$ cat src/slt_pkg.sv
// Constants for the transmit control and status logic of a single-line synchronous interface.
// Assumes a 16-bit register strobed directly by the bus front end and a 100 MHz system clock.
//
// Summary of operation
// - Bit 14 is loop-test receiver data in loop modes; resets clear it.
// - Bit 13 is a single-step clock for both bit clocks in loops.
// - Bits 12:11 pick normal, internal loop, external loop or system test.
// - Bit 10 reads the receiver serial input level in loop modes.
// - Writing one to bit 8 makes a clear pulse and withholds slave sync.
// - Done flag bit 7 set by resets and first bit of a buffered character.
// - Done flag is read-only and cleared by the buffer load strobe.
// - Bit 6 with done set raises a transmitter interrupt request.
// - Bit 5 with fill-sent flag raises a transmitter interrupt request.
// - Send bit 4 enables transmission once a character is buffered.
// - Send cleared early: finish the current character, then go idle.
// - Half-duplex bit 3 disables the receiver while send is set.
// - Break bit 0 forces the serial output to space (low).
// - Bit 15 sets when a fill character goes out; read clears it.
// - Idle transmitter holds mark, clears its timing, leaves its flags as they are.
package slt_pkg;

   // ------------------------------------------------------------
   // Register field positions
   // ------------------------------------------------------------
   localparam int BIT_FILL_SENT  = 15;
   localparam int BIT_LOOP_DATA  = 14;
   localparam int BIT_SS_CLK     = 13;
   localparam int BIT_MODE_HI    = 12;
   localparam int BIT_MODE_LO    = 11;
   localparam int BIT_RX_MON     = 10;
   localparam int BIT_UNIT_RESET = 8;
   localparam int BIT_DONE       = 7;
   localparam int BIT_TX_IE      = 6;
   localparam int BIT_FILL_IE    = 5;
   localparam int BIT_SEND       = 4;
   localparam int BIT_HALF_DUPLEX_SELECT   = 3;
   localparam int BIT_BREAK      = 0;

   localparam int CSR_W  = 16;
   localparam int CHAR_W = 8;
   localparam int CNT_W  = 4;

   // ------------------------------------------------------------
   // Mode codes and line levels
   // ------------------------------------------------------------
   localparam logic [1:0] MODE_NORMAL   = 2'h0;
   localparam logic [1:0] MODE_INT_LOOP = 2'h1;
   localparam logic [1:0] MODE_EXT_LOOP = 2'h2;
   localparam logic [1:0] MODE_SYS_TEST = 2'h3;

   localparam logic LINE_MARK  = 1'b1;
   localparam logic LINE_SPACE = 1'b0;

   localparam logic [CSR_W-1:0]  CSR_ZERO  = 16'h0000;
   localparam logic [CHAR_W-1:0] CHAR_ONES = 8'hff;
   localparam logic [CNT_W-1:0]  CNT_ZERO  = 4'h0;
   localparam logic [CNT_W-1:0]  CNT_ONE   = 4'h1;

   typedef enum logic {TX_IDLE, TX_SHIFT} slt_tx_state_e;

endpackage

$ cat src/slt_transmit_control.sv
// Transmit control register, transmit shifter with a character FIFO, and loop-test steering.
// Assumes bus strobes and init on ref_clk_i; link clocks and line come from the modem side.
`timescale 1ns/10ps

// ------------------------------------------------------------
// Character FIFO
// ------------------------------------------------------------
module slt_fifo #(
   parameter int WIDTH = 8,
   parameter int DEPTH = 16
) (
   // Clock and reset
   input  wire logic             ref_clk_i,
   input  wire logic             reset_n_i,
   input  wire logic             flush_i,
   // Fill side
   input  wire logic             in_valid_i,
   output logic                  in_ready_o,
   input  wire logic [WIDTH-1:0] in_data_i,
   // Drain side
   output logic                  out_valid_o,
   input  wire logic             out_ready_i,
   output logic      [WIDTH-1:0] out_data_o
);
   import slt_pkg::*;

   // Pointers carry one extra wrap bit; DEPTH must be a power of two
   localparam int AW = $clog2(DEPTH);

   typedef struct packed {
      logic [DEPTH-1:0][WIDTH-1:0] mem;
      logic [AW:0]                 wptr;
      logic [AW:0]                 rptr;
   } slt_fifo_s;

   slt_fifo_s s_reg;
   slt_fifo_s s_next;
   logic      full;
   logic      empty;

   assign empty       = (s_reg.wptr == s_reg.rptr);
   assign full        = (s_reg.wptr[AW-1:0] == s_reg.rptr[AW-1:0]) &&
                        (s_reg.wptr[AW] != s_reg.rptr[AW]);
   assign in_ready_o  = ~full;
   assign out_valid_o = ~empty;
   assign out_data_o  = s_reg.mem[s_reg.rptr[AW-1:0]];

   always_comb begin
      s_next = s_reg;
      if (in_valid_i && !full) begin
         s_next.mem[s_reg.wptr[AW-1:0]] = in_data_i;
         s_next.wptr = s_reg.wptr + 1'b1;
      end
      if (out_ready_i && !empty) begin
         s_next.rptr = s_reg.rptr + 1'b1;
      end
      if (flush_i) begin
         s_next.wptr = '0;
         s_next.rptr = '0;
      end
   end

   always_ff @(posedge ref_clk_i or negedge reset_n_i) begin
      if (!reset_n_i) begin
         s_reg <= '0;
      end else begin
         s_reg <= s_next;
      end
   end
endmodule

// ------------------------------------------------------------
// Top: transmit control and status
// ------------------------------------------------------------
module slt_transmit_control #(
   parameter int CHAR_BITS  = slt_pkg::CHAR_W,
   parameter int FIFO_DEPTH = 16
) (
   // Clock and reset
   input  wire logic                       ref_clk_i,
   input  wire logic                       reset_n_i,
   input  wire logic                       bus_init_i,
   // Register strobes
   input  wire logic                       csr_select_i,
   input  wire logic                       csr_read_i,
   input  wire logic                       csr_write_i,
   input  wire logic [slt_pkg::CSR_W-1:0]  csr_wdata_i,
   output logic      [slt_pkg::CSR_W-1:0]  csr_rdata_o,
   output logic                            bus_slave_sync_o,
   // Transmit data buffer
   input  wire logic                       tx_buffer_load_strobe_i,
   input  wire logic [slt_pkg::CHAR_W-1:0] tx_data_i,
   output logic                            tx_buffer_ready_o,
   // Parameters held elsewhere in the unit
   input  wire logic                       sync_mode_i,
   input  wire logic [slt_pkg::CHAR_W-1:0] fill_char_i,
   // Modem link
   input  wire logic                       tx_bit_clk_i,
   input  wire logic                       rx_bit_clk_i,
   input  wire logic                       rx_line_i,
   output logic                            tx_line_o,
   // Towards receiver and rest of unit
   output logic                            rx_serial_o,
   output logic                            rx_bit_clk_o,
   output logic                            rx_enable_o,
   output logic      [1:0]                 test_mode_select_o,
   output logic                            clear_pulse_o,
   output logic                            tx_irq_request_o
);
   import slt_pkg::*;

   typedef struct packed {
      logic                  fill_sent_flag;
      logic                  loop_test_rx_input;
      logic                  ss_clk;
      logic [1:0]            test_mode_select;
      logic                  tx_done;
      logic                  tx_taken_irq_enable;
      logic                  fill_sent_irq_enable;
      logic                  send;
      logic                  half_duplex_select;
      logic                  brk;
      logic [2:0]            txc_sync;
      logic [1:0]            rxc_sync;
      logic [1:0]            rxd_sync;
      logic                  ss_prev;
      slt_tx_state_e         txs;
      logic [CHAR_W-1:0]     shifter;
      logic [CNT_W-1:0]      bits_left;
      logic                  in_msg;
      logic                  tx_bit;
      logic                  line;
      logic                  rx_in;
      logic                  rx_clk;
      logic [CSR_W-1:0]      rdata;
      logic                  clear;
   } slt_state_s;

   localparam logic [CNT_W-1:0] CHAR_CNT = CNT_W'(CHAR_BITS);

   slt_state_s        s_reg;
   slt_state_s        s_next;
   logic              fifo_valid;
   logic [CHAR_W-1:0] fifo_data;
   logic              fifo_pop;
   logic              clear_now;
   logic              rd_now;
   logic              wr_now;

   assign rd_now    = csr_select_i & csr_read_i;
   assign wr_now    = csr_select_i & csr_write_i;
   assign clear_now = wr_now & csr_wdata_i[BIT_UNIT_RESET];

   slt_fifo #(
      .WIDTH (CHAR_W),
      .DEPTH (FIFO_DEPTH)
   ) u_fifo (
      .ref_clk_i   (ref_clk_i),
      .reset_n_i   (reset_n_i),
      .flush_i     (clear_now | bus_init_i),
      .in_valid_i  (tx_buffer_load_strobe_i),
      .in_ready_o  (tx_buffer_ready_o),
      .in_data_i   (tx_data_i),
      .out_valid_o (fifo_valid),
      .out_ready_i (fifo_pop),
      .out_data_o  (fifo_data)
   );

   always_comb begin
      logic loop;
      logic bit_evt;
      logic take_char;
      logic take_fill;
      s_next    = s_reg;
      fifo_pop  = 1'b0;
      take_char = 1'b0;
      take_fill = 1'b0;
      bit_evt   = 1'b0;
      loop      = (s_reg.test_mode_select == MODE_INT_LOOP) ||
                  (s_reg.test_mode_select == MODE_EXT_LOOP);

      // Two-stage synchronisers; edges seen between stage two and three
      s_next.txc_sync = {s_reg.txc_sync[1:0], tx_bit_clk_i};
      s_next.rxc_sync = {s_reg.rxc_sync[0], rx_bit_clk_i};
      s_next.rxd_sync = {s_reg.rxd_sync[0], rx_line_i};
      s_next.ss_prev  = s_reg.ss_clk;

      // Bits shift out on the falling bit-clock edge
      if (loop) begin
         bit_evt = s_reg.ss_prev & ~s_reg.ss_clk;
      end else begin
         bit_evt = s_reg.txc_sync[2] & ~s_reg.txc_sync[1];
      end

      // Register write; read-only, write-only and unused bits not stored
      if (wr_now) begin
         s_next.loop_test_rx_input   = csr_wdata_i[BIT_LOOP_DATA];
         s_next.ss_clk               = csr_wdata_i[BIT_SS_CLK];
         s_next.test_mode_select     = csr_wdata_i[BIT_MODE_HI:BIT_MODE_LO];
         s_next.tx_taken_irq_enable  = csr_wdata_i[BIT_TX_IE];
         s_next.fill_sent_irq_enable = csr_wdata_i[BIT_FILL_IE];
         s_next.send                 = csr_wdata_i[BIT_SEND];
         s_next.half_duplex_select   = csr_wdata_i[BIT_HALF_DUPLEX_SELECT];
         s_next.brk                  = csr_wdata_i[BIT_BREAK];
      end

      // Read captures the value before the read clear takes effect
      if (rd_now) begin
         s_next.rdata = CSR_ZERO;
         s_next.rdata[BIT_FILL_SENT]             = s_reg.fill_sent_flag;
         s_next.rdata[BIT_LOOP_DATA]             = s_reg.loop_test_rx_input;
         s_next.rdata[BIT_SS_CLK]                = s_reg.ss_clk;
         s_next.rdata[BIT_MODE_HI:BIT_MODE_LO]   = s_reg.test_mode_select;
         s_next.rdata[BIT_RX_MON]                = loop & s_reg.rx_in;
         s_next.rdata[BIT_DONE]                  = s_reg.tx_done;
         s_next.rdata[BIT_TX_IE]                 = s_reg.tx_taken_irq_enable;
         s_next.rdata[BIT_FILL_IE]               = s_reg.fill_sent_irq_enable;
         s_next.rdata[BIT_SEND]                  = s_reg.send;
         s_next.rdata[BIT_HALF_DUPLEX_SELECT]              = s_reg.half_duplex_select;
         s_next.rdata[BIT_BREAK]                 = s_reg.brk;
         s_next.fill_sent_flag                   = 1'b0;
      end

      if (tx_buffer_load_strobe_i) begin
         s_next.tx_done = 1'b0;
      end

      // Transmit shifter, LSB first
      if (bit_evt) begin
         if (s_reg.txs == TX_SHIFT && s_reg.bits_left > CNT_ONE) begin
            s_next.shifter   = {1'b1, s_reg.shifter[CHAR_W-1:1]};
            s_next.tx_bit    = s_reg.shifter[1];
            s_next.bits_left = s_reg.bits_left - CNT_ONE;
         end else if (s_reg.send && fifo_valid) begin
            take_char = 1'b1;
         end else if (s_reg.send && s_reg.in_msg && sync_mode_i) begin
            take_fill = 1'b1;
         end else begin
            // Character finished with send low or nothing to send
            s_next.txs       = TX_IDLE;
            s_next.in_msg    = 1'b0;
            s_next.bits_left = CNT_ZERO;
            s_next.tx_bit    = LINE_MARK;
         end
      end

      if (take_char || take_fill) begin
         s_next.txs       = TX_SHIFT;
         s_next.in_msg    = 1'b1;
         s_next.bits_left = CHAR_CNT;
         s_next.shifter   = take_char ? fifo_data : fill_char_i;
         s_next.tx_bit    = take_char ? fifo_data[0] : fill_char_i[0];
      end
      if (take_char) begin
         fifo_pop       = 1'b1;
         s_next.tx_done = 1'b1;
      end
      if (take_fill) begin
         s_next.fill_sent_flag = 1'b1;
      end

      // Receiver steering; loop modes feed the receiver from the register
      s_next.rx_in  = loop ? s_reg.loop_test_rx_input : s_reg.rxd_sync[1];
      s_next.rx_clk = loop ? s_reg.ss_clk : s_reg.rxc_sync[1];

      // Init or clear pulse returns control state and the shifter to idle
      if (bus_init_i || clear_now) begin
         s_next.fill_sent_flag       = 1'b0;
         s_next.loop_test_rx_input   = 1'b0;
         s_next.ss_clk               = 1'b0;
         s_next.test_mode_select     = MODE_NORMAL;
         s_next.tx_done              = 1'b1;
         s_next.tx_taken_irq_enable  = 1'b0;
         s_next.fill_sent_irq_enable = 1'b0;
         s_next.send                 = 1'b0;
         s_next.half_duplex_select   = 1'b0;
         s_next.brk                  = 1'b0;
         s_next.txs                  = TX_IDLE;
         s_next.shifter              = CHAR_ONES;
         s_next.bits_left            = CNT_ZERO;
         s_next.in_msg               = 1'b0;
         s_next.tx_bit               = LINE_MARK;
      end
      s_next.clear = clear_now;

      // Break overrides whatever the shifter presents
      s_next.line = s_next.brk ? LINE_SPACE : s_next.tx_bit;
   end

   always_ff @(posedge ref_clk_i or negedge reset_n_i) begin
      if (!reset_n_i) begin
         s_reg          <= '0;
         s_reg.tx_done  <= 1'b1;
         s_reg.txs      <= TX_IDLE;
         s_reg.shifter  <= CHAR_ONES;
         s_reg.tx_bit   <= LINE_MARK;
         s_reg.line     <= LINE_MARK;
      end else begin
         s_reg <= s_next;
      end
   end

   // ------------------------------------------------------------
   // Outputs
   // ------------------------------------------------------------
   assign csr_rdata_o        = s_reg.rdata;
   assign bus_slave_sync_o   = (rd_now | wr_now) & ~clear_now;
   assign tx_line_o          = s_reg.line;
   assign rx_serial_o        = s_reg.rx_in;
   assign rx_bit_clk_o       = s_reg.rx_clk;
   assign rx_enable_o        = ~(s_reg.half_duplex_select & s_reg.send);
   assign test_mode_select_o = s_reg.test_mode_select;
   assign clear_pulse_o      = s_reg.clear;
   assign tx_irq_request_o   = (s_reg.tx_taken_irq_enable & s_reg.tx_done) |
                               (s_reg.fill_sent_irq_enable & s_reg.fill_sent_flag);
endmodule

$ cat config.mk
export PLATFORM = sky130hd
export DESIGN_NAME = slt_transmit_control
export DESIGN_NICKNAME = d
export VERILOG_FILES = /design/src/slt_pkg.sv /design/src/slt_transmit_control.sv
export SDC_FILE = /design/constraint.sdc
export NUM_CORES = 1
export LEC_CHECK = 0
export BUFFER_PORTS_ARGS = -buffer_cell sky130_fd_sc_hd__buf_2
export CAP_MARGIN = 10
export CORE_UTILIZATION = 60
export DETAILED_ROUTE_END_ITERATION = 10
export PLACE_DENSITY = 0.8
export SLEW_MARGIN = 20
export SYNTH_ARGS = -nofsm -noshare
export SYNTH_HDL_FRONTEND = slang
export SYNTH_HIERARCHICAL = 1
export SYNTH_SLANG_ARGS = --single-unit
export TNS_END_PERCENT = 100
$ cat constraint.sdc
create_clock -name ref_clk_i -period 2.8 [get_ports ref_clk_i]
set_input_delay 0.28 -clock ref_clk_i [delete_from_list [all_inputs] [get_ports ref_clk_i]]
set_output_delay 0.28 -clock ref_clk_i [all_outputs]
set_load 0.1 [all_outputs]
# After elaboration in Yosys (flattened, before gate mapping)
# Index checks and enable logic that the tools add are counted.
# Widths: inputs -> output; s select.
[totals]
regBits = 188
in_bits = 43
word_cells = 142
[op_classes]
add_sub_neg = 3
n_lt_le_gt_ge = 4
eq_ne = 10
n_mux = 41
n_bitwise = 19
n_reduce_logical = 23
[ops]
columns = ["cell", "n"]
rows = [
  ["$bwmux 128", 1],
  ["$mux 15", 3],
  ["$bmux 8 s4", 1],
  ["$demux 8 s4", 1],
  ["$mux 8", 4],
  ["$mux 1", 22],
  ["$mux 5", 3],
  ["$mux 6", 2],
  ["$reduce_bool 3->1", 4],
  ["$mux 11", 1],
  ["$add 5x1->5 const B", 2],
  ["$and 1x1->1", 10],
  ["$lt 4x5->1 const B", 2],
  ["$mux 10", 1],
  ["$ne 3x1->1 const B", 3],
  ["$logic_and 1x1->1", 8],
  ["$mux 4", 2],
  ["$ne 4x2->1 const B", 2],
  ["$not 1->1", 6],
  ["$reduce_bool 2->1", 3],
  ["$eq 5x5->1", 1],
  ["$eq 4x4->1", 1],
  ["$ge 4x1->1 const B", 1],
  ["$gt 4x1->1 const B", 1],
  ["10 further kinds", 15],
]

# Logic depth before layout (Yosys ltp)
# Gate-level depths: netlist of run 1.
[depth]
word_depth = 10
depth_mapped = 10
ltp_nobuf = 9

# Hierarchy
# The synthesis of run 1 kept the hierarchy.
[modules_own_cells]
columns = ["mod", "n_inst", "cells_each", "area_per_inst_um2", "seq_area_each_um2"]
rows = [
  ["slt_fifo", 1, 429, 6625.1, 3453.3],
  ["slt_transmit_control", 1, 217, 2292.2, 1213.7],
]

# Worst setup path before layout of run 1
# No wires, ideal clock.
[synth_path]
kind = "register -> register"
start = "register u_fifo/s_reg[0] in the netlist's numbering"
end = "register s_reg, in the netlist tx_line_o"
t_arrival_ns = 2.406
slack_ns = 0.334
path_stages_with_launch = 10
period_less_slack_ns = 2.466
path_cell_list = "dfrtp_1 -> buf_6 -> xor2_1 -> nor4_4 -> buf_6 -> nand2_1 -> o21ai_0 -> a2111oi_0 -> o31ai_1 -> o21a_1"
[synth_rtl]
columns = ["element", "line", "source"]
rows = [
  ["start: declaration", "slt_transmit_control.sv:36", "slt_fifo_s s_reg;"],
  ["start signal: assignment", "slt_transmit_control.sv:67", "s_reg <= s_next;"],
  ["end signal: assignment", "slt_transmit_control.sv:299", "s_reg <= s_next;"],
  ["end: declaration", "slt_transmit_control.sv:141", "slt_state_s s_reg;"],
]

==> flow_metrics.env, run 1 <==
export IMPL_syn_to_final_growth_pct=13.4
export IMPL_hold_path_class="primary input to register"
export IMPL_antenna_found_initial=0
export IMPL_regToRegEndpoint="s_reg[29]$_DFFE_PN1P_"
export IMPL_cp_max_fo=15
export IMPL_hp_start="fill_char_i[2]"
export IMPL_final_area_sq_um=10100
export IMPL_slew_limit_headroom=0.341
export IMPL_syn_cell_area_sq_um=8920
export IMPL_r2r_cells=9
export IMPL_cts_setup_buffers=0
export IMPL_die_width_microns=124
export IMPL_vias=5497
export IMPL_timing_setup_tns_ps=0
export IMPL_cp_buffers_inverters=2
export IMPL_fillerInstances=966
export IMPL_ff_latch_area_sq_um=4670
export IMPL_synth_edf_count=0
export IMPL_start_util=0.614
export IMPL_synth_top_area_frac=0.494
export IMPL_yosys_area_share_xor_xnor=0.00772
export IMPL_synth_most_common_cell="dfrtp_1"
export IMPL_r2r_start="u_fifo/s_reg[0]$_DFFE_PN0P_"
export IMPL_drtIter0Drc=431
export IMPL_cts_sinks=186
export IMPL_crit_required_ps=3120
export IMPL_cts_buffer_depth=2
export IMPL_rsz0062_at_grt="false"
export IMPL_synth_area_top_cells="dfrtp_1, mux2_2, mux4_2, dfstp_2, buf_4"
export IMPL_cp_top_family="multiplexers"
export IMPL_yosys_area_share_simple=0.0702
export IMPL_min_period_ps=2610
export IMPL_synthCells=646
export IMPL_clkTransAtPathRegs_ps=70
export IMPL_cts_buffers=17
export IMPL_finalWeightedCongestion=0.839
export IMPL_fin_nets=745
export IMPL_p_per_area_nw_per_um2=642
export IMPL_hold_viol=0
export IMPL_grt_ovfl_total=0
export IMPL_first_pass_iters=5
export IMPL_routed_wl_microns=19800
export IMPL_grt_max_degree=74
export IMPL_ys_ff_latch=186
export IMPL_portBuffers=58
export IMPL_hold_path_end="s_reg[28]$_DFFE_PN1P_"
export IMPL_synthTopCellsByCount="dfrtp_1, mux2_2, mux4_2"
export IMPL_grt_pass1_vias=5707
export IMPL_core_sq_um=14500
export IMPL_num_antenna_cells=0
export IMPL_critPathArrivalTime_ps=2940
export IMPL_synth_cell_types=51
export IMPL_cts_hold_buffers=4
export IMPL_fin_skew_ps=8.15
export IMPL_grt_pass1_wl_microns=30800
export IMPL_wl_per_cell_microns=22.2
export IMPL_drc=0
export IMPL_pin_count=69
export IMPL_multi_input_area_sq_um=3920
export IMPL_die_h_microns=124
export IMPL_crit_path_start_kind="register"
export IMPL_setup_violations=0
export IMPL_ant_nets=0
export IMPL_grt_usage=0.277
export IMPL_worstHoldPathCells=3
export IMPL_end_kind="register"
export IMPL_power_leakage_nw=4.68
export IMPL_worstMarginPinSlew_ps=989
export IMPL_fmax_mhz=383
export IMPL_cts_root_buf="clkbuf_16"
export IMPL_critPathKind="register to register"
export IMPL_slowest_stage="mux4_2"
export IMPL_rows=44
export IMPL_synth_compound_area_frac=0.0529
export IMPL_hpwl_microns=12700
export IMPL_clk_latency_ps=430
export IMPL_maxCapViolCount=0
export IMPL_dpl_cell_area_sq_um=9370
export IMPL_async_reset_ff_frac=1.00
export IMPL_synth_ff_type="dfrtp_1"
export IMPL_yosysWarnings=6
export IMPL_viasPerCell=6.16
export IMPL_drv_slew=0
export IMPL_dieArea_sq_um=15400
export IMPL_synthMuxAreaShare=0.296
export IMPL_finalCritPeriodShare=0.933
export IMPL_cts_resized_gates=0
export IMPL_critPathMaxStageDelay_ps=540
export IMPL_ir_drop_v=0.000475
export IMPL_drive_gt1_frac=0.466
export IMPL_outcome="finished clean"
export IMPL_cts_htree_levels=4
export IMPL_cp_cell_sequence="buf_12, buf_12, mux4_2, mux4_2, nand2_1, o21ai_0, and3_1, a21oi_1, o21ai_0"
export IMPL_largest_reg_flops=138
export IMPL_synth_top_family_by_area="multiplexers"
export IMPL_r2r_slack_ps=190
export IMPL_syn_avg_cell_area_sq_um=13.8
export IMPL_synth_adder_area_share=0.00982
export IMPL_yosysSeqAreaShare=0.523
export IMPL_synth_top_area_cell="dfrtp_1"
export IMPL_cts_tree="yes"
## kinds of logic (layout without fill, tap and decap cells)
group                    count (synthesis)  in the layout
multiplexers                           194            194
adder cells (fa/ha/maj)                  7              7
flip-flops                             186            186
other                                    1              4
AO/OA/AOI/OAI                           68             68
AND/OR/NAND/NOR                        118            118
XOR/XNOR                                 7              7
buffers and inverters                   65            124
## worst max path at each step
stage                                 from               endpoint  slack, ps  cells past startpoint
4_1_cts        u_fifo/s_reg[0]$_DFFE_PN0P_  s_reg[29]$_DFFE_PN1P_        210                      9
3_5_place_dp   u_fifo/s_reg[0]$_DFFE_PN0P_  s_reg[29]$_DFFE_PN1P_        230                      9
5_1_grt        u_fifo/s_reg[8]$_DFFE_PN0P_  s_reg[31]$_DFFE_PN1P_         30                      7
2_1_floorplan  u_fifo/s_reg[0]$_DFFE_PN0P_    tx_line_o$_DFF_PN1_        330                      9
3_3_place_gp   u_fifo/s_reg[0]$_DFFE_PN0P_  s_reg[29]$_DFFE_PN1P_        290                      9
6_report       u_fifo/s_reg[0]$_DFFE_PN0P_  s_reg[29]$_DFFE_PN1P_        190                      9
## report_power, final
part           internal, W  leakage (nW)  switching [W]
logic             0.000293          1.85       0.000406
registers          0.00287          2.48       0.000105
clock network      0.00177         0.342        0.00104
## worst reg2reg max path: stages, from the launching register on
cell	delay [ps]
dfrtp_2	430
buf_12	190
buf_12	190
mux4_2	530
mux4_2	540
nand2_1	90
o21ai_0	80
and3_1	200
a21oi_1	130
o21ai_0	120
## metal layers
layer  up-vias  routed length, microns  GRT usage
met5         -                       0          0
met4         0                     639      0.119
met3        40                    1140     0.0668
met2       190                    9890      0.460
met1      2842                    8090      0.349
li1       2425                       -          -
## placed cells by master (no fill, tap or decap), types with 11 or more instances in the layout
master and instances:
dfrtp_1 175, mux2_2 149, nand3_1 11, clkbuf_16 17, nor2b_1 14, a21oi_1 23
a21oi_2 12, nor2_1 35, o21ai_0 12, buf_4 17, nand2_1 17, buf_2 57
mux4_2 40
## stage by stage
stage	utilization	instances	setup WS [ps]	power (W)	hold slack (ps)
after floorplan	-	649	334	0.00350	-15.6
after global placement	0.645	856	288	0.00366	327
after detailed placement	0.645	856	233	0.00371	336
after CTS	0.696	892	214	0.00652	99.1
after global routing	0.696	892	25.3	0.00669	129
final	0.696	892	187	0.00649	115
## area by class of cell
class | count | share of cell area
multi-input combinational | 398 | 0.388
inverter | 8 | 0.00297
sequential | 186 | 0.462
tap | 184 | 0.0228
clock buffer | 21 | 0.0465
timing repair buffer | 84 | 0.0558
clock inverter | 11 | 0.0226
Note: power is estimated with default switching activity, not from simulation.
==> run 2: changes to the inputs <==
--- a/config.mk
+++ b/config.mk
@@ -10,9 +10,7 @@
 export CORE_UTILIZATION = 60
 export DETAILED_ROUTE_END_ITERATION = 10
 export PLACE_DENSITY = 0.8
-export SLEW_MARGIN = 20
 export SYNTH_ARGS = -nofsm -noshare
 export SYNTH_HDL_FRONTEND = slang
-export SYNTH_HIERARCHICAL = 1
 export SYNTH_SLANG_ARGS = --single-unit
 export TNS_END_PERCENT = 100
==> flow_metrics.env, run 2 <==
export IMPL_hold_path_class="primary input to register"
export IMPL_maxCapViolCount=0
export IMPL_power_frac_seq=0.493
export IMPL_routed_wl_microns=19100
export IMPL_cts_buffer_depth=2
export IMPL_cp_max_fo=13
export IMPL_cts_root_buf="clkbuf_16"
export IMPL_drive_gt1_frac=0.457
export IMPL_timing_setup_tns_ps=0
export IMPL_slew_limit_headroom=0.471
export IMPL_setup_violations=0
export IMPL_r2r_slack_ps=250
export IMPL_synth_most_common_cell="dfrtp_1"
export IMPL_synthTopCellsByCount="dfrtp_1, mux2_2, mux4_2"
export IMPL_p_switching_w=0.00152
export IMPL_syn_to_final_growth_pct=11.5
export IMPL_cts_htree_levels=4
export IMPL_cp_top_family="compound AO/OA/AOI/OAI gates"
export IMPL_endpoint="s_reg[27]$_DFFE_PN1P_"
export IMPL_layout_setup_ws_ps=247
export IMPL_crit_path_start_kind="register"
export IMPL_ys_ff_latch=186
export IMPL_syn_avg_cell_area_sq_um=14.2
export IMPL_cp_buffers_inverters=0
export IMPL_fin_total_pwr_w=0.00605
export IMPL_rsz0062_at_grt="false"
export IMPL_ant_nets=0
export IMPL_finalCritPeriodShare=0.912
export IMPL_grt_pass1_wl_microns=30400
export IMPL_first_pass_iters=5
export IMPL_drtIter0Drc=380
export IMPL_critPathMaxStageDelay_ps=510
export IMPL_drv_slew=0
export IMPL_cp_cell_sequence="xnor2_2, mux2i_4, o2111ai_2, a211oi_1, o32a_1"
export IMPL_hold_viol=0
export IMPL_hpwl_microns=12400
export IMPL_outcome="finished clean"
export IMPL_end_kind="register"
export IMPL_r2r_cells=5
export IMPL_dp_slack_ps=332
export IMPL_portBuffers=58
export IMPL_power_frac_comb=0.115
export IMPL_fmax_mhz=392
export IMPL_synth_area_top_cells="dfrtp_1, mux2_2, mux4_2, dfstp_2, buf_4"
export IMPL_grt_max_degree=75
export IMPL_ir_drop_v=0.000471
export IMPL_hold_worst_slack_ps=132
export IMPL_async_reset_ff_frac=1.00
export IMPL_num_antenna_cells=0
export IMPL_grt_ovfl_total=0
export IMPL_synth_ff_type="dfrtp_1"
export IMPL_yosysWarnings=0
export IMPL_grt_usage=0.274
export IMPL_cts_buffers=17
export IMPL_synth_edf_count=0
export IMPL_die_h_microns=124
export IMPL_ff_latch_area_sq_um=4670
export IMPL_critical_path_depth=5
export IMPL_cts_sinks=186
export IMPL_synth_cell_types=52
export IMPL_wl_per_cell_microns=21.8
export IMPL_yosysSeqAreaShare=0.525
export IMPL_fin_nets=727
export IMPL_clockPowerShare=0.392
export IMPL_rows=44
export IMPL_synth_top_area_cell="dfrtp_1"
export IMPL_pin_count=69
export IMPL_critPathArrivalTime_ps=2920
export IMPL_syn_cell_area_sq_um=8900
export IMPL_r2r_start="test_mode_select_o[1]$_DFFE_PN0P_"
export IMPL_synthCells=628
export IMPL_clk_latency_ps=430
export IMPL_start_util=0.614
export IMPL_regToRegEndpoint="s_reg[27]$_DFFE_PN1P_"
export IMPL_worstMarginPinSlew_ps=793
export IMPL_clkTransAtPathRegs_ps=70
export IMPL_drc=0
export IMPL_final_util=0.685
export IMPL_grt_pass1_vias=5664
export IMPL_final_cell_mix="dfrtp_1, mux2_2, buf_2"
export IMPL_core_sq_um=14500
export IMPL_finalWeightedCongestion=0.895
export IMPL_cts_setup_buffers=0
export IMPL_die_width_microns=124
export IMPL_crit_start="test_mode_select_o[1]$_DFFE_PN0P_"
export IMPL_critPathKind="register to register"
export IMPL_layout_commonest_cell="dfrtp_1"
export IMPL_min_period_ps=2550
export IMPL_sw_frac_of_total=0.251
export IMPL_intPower_w=0.00453
export IMPL_antenna_found_initial=0
export IMPL_multi_input_area_sq_um=3900
export IMPL_fin_skew_ps=7.22
export IMPL_vias=5390
export IMPL_dieArea_sq_um=15300
export IMPL_slowest_stage="a211oi_1"
export IMPL_fillerInstances=986
export IMPL_synth_top_area_frac=0.495
export IMPL_largest_reg_flops=138
export IMPL_viasPerCell=6.17
export IMPL_crit_required_ps=3170
export IMPL_power_leakage_nw=4.60
export IMPL_cts_tree="yes"
export IMPL_p_per_area_nw_per_um2=610
-- run 2: cell count changes in the layout (fill, tap and decap cells not counted), moves of 8 or more --
cell | previous run | this run
a21oi_2 | 12 | 0
mux4_2 | 40 | 32
a211oi_1 | 0 | 10
xnor2_1 | 1 | 9
a21oi_1 | 23 | 14
-- run 2: kinds of logic (layout without fill, tap and decap cells) --
logic type,count (synthesis),in the layout,share of synthesized area
mux,188,188,0.282
flops,186,186,0.525
simple gates,120,120,0.0871
buf+inv,60,119,0.0388
compound gates,51,51,0.0421
xor+xnor,15,15,0.0156
fa+ha+maj,7,7,0.00984
other cells,1,4,0.000422
-- run 2: stage by stage --
stage	cell area, sq um	cells
after CTS	9920	874
after detailed placement	9300	838
final	9920	874
after floorplan	8910	631
after global placement	9300	838
after global routing	9920	874
-- run 2: final cells by class --
cell class                      count  share of cell area
Tap cell                          184              0.0232
Inverter                            7             0.00265
Clock inverter                     11              0.0122
Clock buffer                       21              0.0464
Multi-Input combinational cell    385               0.393
Sequential cell                   186               0.471
Timing Repair Buffer               80              0.0513
-- run 2: power groups by stage --
stage	clock network, W	registers (W)	logic, W
after floorplan	0	0.00301	0.000498
after global placement	0	0.00300	0.000669
after detailed placement	0	0.00302	0.000699
after CTS	0.00239	0.00298	0.000707
after global routing	0.00251	0.00300	0.000748
final	0.00237	0.00298	0.000698
-- run 2: worst min-delay path by stage --
stage	slack, ps	from	to	depth (start not counted)
finish	130	csr_wdata_i[0]	s_reg[43]$_DFF_PN0_	3
global route	140	csr_read_i	csr_rdata_o[10]$_DFFE_PN0P_	3
CTS	120	csr_wdata_i[0]	s_reg[43]$_DFF_PN0_	3
detailed placement	310	reset_n_i	csr_rdata_o[6]$_DFFE_PN0P_	1
global placement	300	reset_n_i	csr_rdata_o[6]$_DFFE_PN0P_	1
floorplan	-20	reset_n_i	clear_pulse_o$_DFF_PN0_	0
-- run 2: metal layers --
layer | vias to the layer above | global-route usage | wire length, microns
met2 | 153 | 0.449 | 9680
met3 | 31 | 0.0623 | 995
li1 | 2387 | - | -
met5 | - | 0 | 0
met1 | 2819 | 0.356 | 7950
met4 | 0 | 0.106 | 429
-- run 2: repair_timing --
| item | CTS | global route |
|---|---|---|
| endpoints found under the hold margin | 59 | 0 |
| hold buffers | 4 | 0 |
| gates resized for setup | 0 | 0 |
-- run 2: worst register-to-register path: stages (launching register included) --
cell and delay (ps):
dfrtp_1 440, xnor2_2 410, mux2i_4 420, o2111ai_2 470, a211oi_1 510, o32a_1 240
==> run 3: changes to the inputs <==
--- a/config.mk
+++ b/config.mk
@@ -7,9 +7,9 @@
 export LEC_CHECK = 0
 export BUFFER_PORTS_ARGS = -buffer_cell sky130_fd_sc_hd__buf_2
 export CAP_MARGIN = 10
-export CORE_UTILIZATION = 60
+export CORE_UTILIZATION = 59
 export DETAILED_ROUTE_END_ITERATION = 10
-export PLACE_DENSITY = 0.8
+export PLACE_DENSITY = 0.79
 export SYNTH_ARGS = -nofsm -noshare
 export SYNTH_HDL_FRONTEND = slang
 export SYNTH_SLANG_ARGS = --single-unit
==> flow_metrics.env, run 3 (synthesis results as in run 2) <==
export IMPL_num_antenna_cells=0
export IMPL_drive_gt1_frac=0.456
export IMPL_portBuffers=58
export IMPL_cp_cell_sequence="xnor2_1, and4_4, a21boi_4, buf_12, nand4_2, mux2_2"
export IMPL_failed_checks="design-rule violations"
export IMPL_die_h_microns=125
export IMPL_maxCapViolCount=0
export IMPL_wl_per_cell_microns=21.2
export IMPL_finalWeightedCongestion=0.874
export IMPL_crit_required_ps=3110
export IMPL_setup_violations=0
export IMPL_vias=5301
export IMPL_hold_viol=0
export IMPL_fin_skew_ps=6.94
export IMPL_fin_total_pwr_w=0.00626
export IMPL_finalCritPeriodShare=0.886
export IMPL_fin_nets=725
export IMPL_final_util=0.682
export IMPL_start_util=0.607
export IMPL_ir_drop_v=0.000472
export IMPL_cts_sinks=186
export IMPL_critPathMaxStageDelay_ps=660
export IMPL_outcome="finished, violations left"
export IMPL_critPathArrivalTime_ps=2800
export IMPL_antenna_found_initial=0
export IMPL_fillerInstances=1020
export IMPL_dieArea_sq_um=15600
export IMPL_cp_top_family="simple AND/OR/NAND/NOR gates"
export IMPL_hold_path_class="primary input to register"
export IMPL_fmax_mhz=403
export IMPL_final_area_sq_um=9980
export IMPL_end_kind="register"
export IMPL_drv_slew=0
export IMPL_drtIter0Drc=340
export IMPL_final_cell_mix="dfrtp_1, mux2_2, buf_2"
export IMPL_clkTransAtPathRegs_ps=70
export IMPL_p_per_area_nw_per_um2=627
export IMPL_critPathKind="register to register"
export IMPL_pin_count=69
export IMPL_worstMarginPinSlew_ps=753
export IMPL_multi_input_area_sq_um=3900
export IMPL_cts_setup_buffers=0
export IMPL_layout_setup_ws_ps=319
export IMPL_clk_latency_ps=430
export IMPL_cts_htree_levels=4
export IMPL_cp_max_fo=21
export IMPL_crit_path_start_kind="register"
export IMPL_slowest_stage="dfrtp_1"
export IMPL_cts_buffers=17
export IMPL_core_sq_um=14600
export IMPL_dp_slack_ps=363
export IMPL_drc=11
export IMPL_cts_buffer_depth=2
export IMPL_grt_pass1_vias=5757
export IMPL_ant_nets=0
export IMPL_grt_ovfl_total=0
export IMPL_grt_max_degree=78
export IMPL_hpwl_microns=12000
export IMPL_cts_tree="yes"
export IMPL_cts_root_buf="clkbuf_16"
export IMPL_dpl_cell_area_sq_um=9290
export IMPL_grt_usage=0.264
export IMPL_power_leakage_nw=4.64
export IMPL_largest_reg_flops=138
export IMPL_layout_commonest_cell="dfrtp_1"
export IMPL_min_period_ps=2480
export IMPL_viasPerCell=6.08
export IMPL_cp_buffers_inverters=1
export IMPL_syn_to_final_growth_pct=12.2
export IMPL_die_width_microns=125
export IMPL_slew_limit_headroom=0.497
export IMPL_timing_setup_tns_ps=0
export IMPL_first_pass_iters=7
export IMPL_rows=44
export IMPL_routed_wl_microns=18500
export IMPL_grt_pass1_wl_microns=30800
export IMPL_ff_latch_area_sq_um=4670
export IMPL_rsz0062_at_grt="false"
## run 3: cell type report
type	count	share of cell area
flip-flops and latches	186	0.468
multi-input cells	385	0.391
repair buffers	78	0.0508
clock buffers	22	0.0485
well taps	184	0.0231
clock inverters	10	0.0163
inverters	7	0.00263
## run 3: metrics by stage
stage                     hold slack, ps  std cells
after CTS                            125        872
after global placement               335        836
after floorplan                    -15.6        631
final                                133        872
after global routing                 142        872
after detailed placement             336        836
## run 3: where the power goes
group	internal, W	switching, W	total, W
clock	0.00159	0.00100	0.00259
combinational	0.000291	0.000394	0.000686
sequential	0.00288	0.000100	0.00298
## run 3: worst paths after layout
| check | depth (start not counted) | to | startpoint | slack (ps) |
|---|---|---|---|---|
| worst max-delay path | 6 | u_fifo.s_reg[135]$_DFFE_PN0P_ | u_fifo.s_reg[8]$_DFFE_PN0P_ | 320 |
| worst min-delay path | 3 | s_reg[43]$_DFF_PN0_ | csr_wdata_i[0] | 130 |
| worst max register to register | 6 | u_fifo.s_reg[135]$_DFFE_PN0P_ | u_fifo.s_reg[8]$_DFFE_PN0P_ | 320 |
| worst min register to register | 0 | s_reg[39]$_DFF_PN0_ | s_next[39]$_DFF_PN0_ | 350 |
| max in group asynchronous | 3 | u_fifo.s_reg[120]$_DFFE_PN0P_ | reset_n_i | 1570 |
| min in group asynchronous | 2 | csr_rdata_o[5]$_DFFE_PN0P_ | reset_n_i | 450 |
## run 3: repair_timing
item                      4_1_cts  5_1_grt
hold endpoints to repair       68        0
gates resized for setup         0        0
hold buffers                    4        0
## run 3: worst register-to-register path, cell delays in order (launching register included)
cell      delay [ps]
dfrtp_1          660
xnor2_1          150
and4_4           230
a21boi_4         170
buf_12           220
nand4_2          470
mux2_2           460
## run 3: layer usage
layer  GRT usage  up-vias  part of all wire
li1            -     2373                 -
met1       0.342     2783              0.42
met2       0.448      121              0.52
met3      0.0546       24             0.042
met4      0.0799        0             0.018
met5           0        -                 0
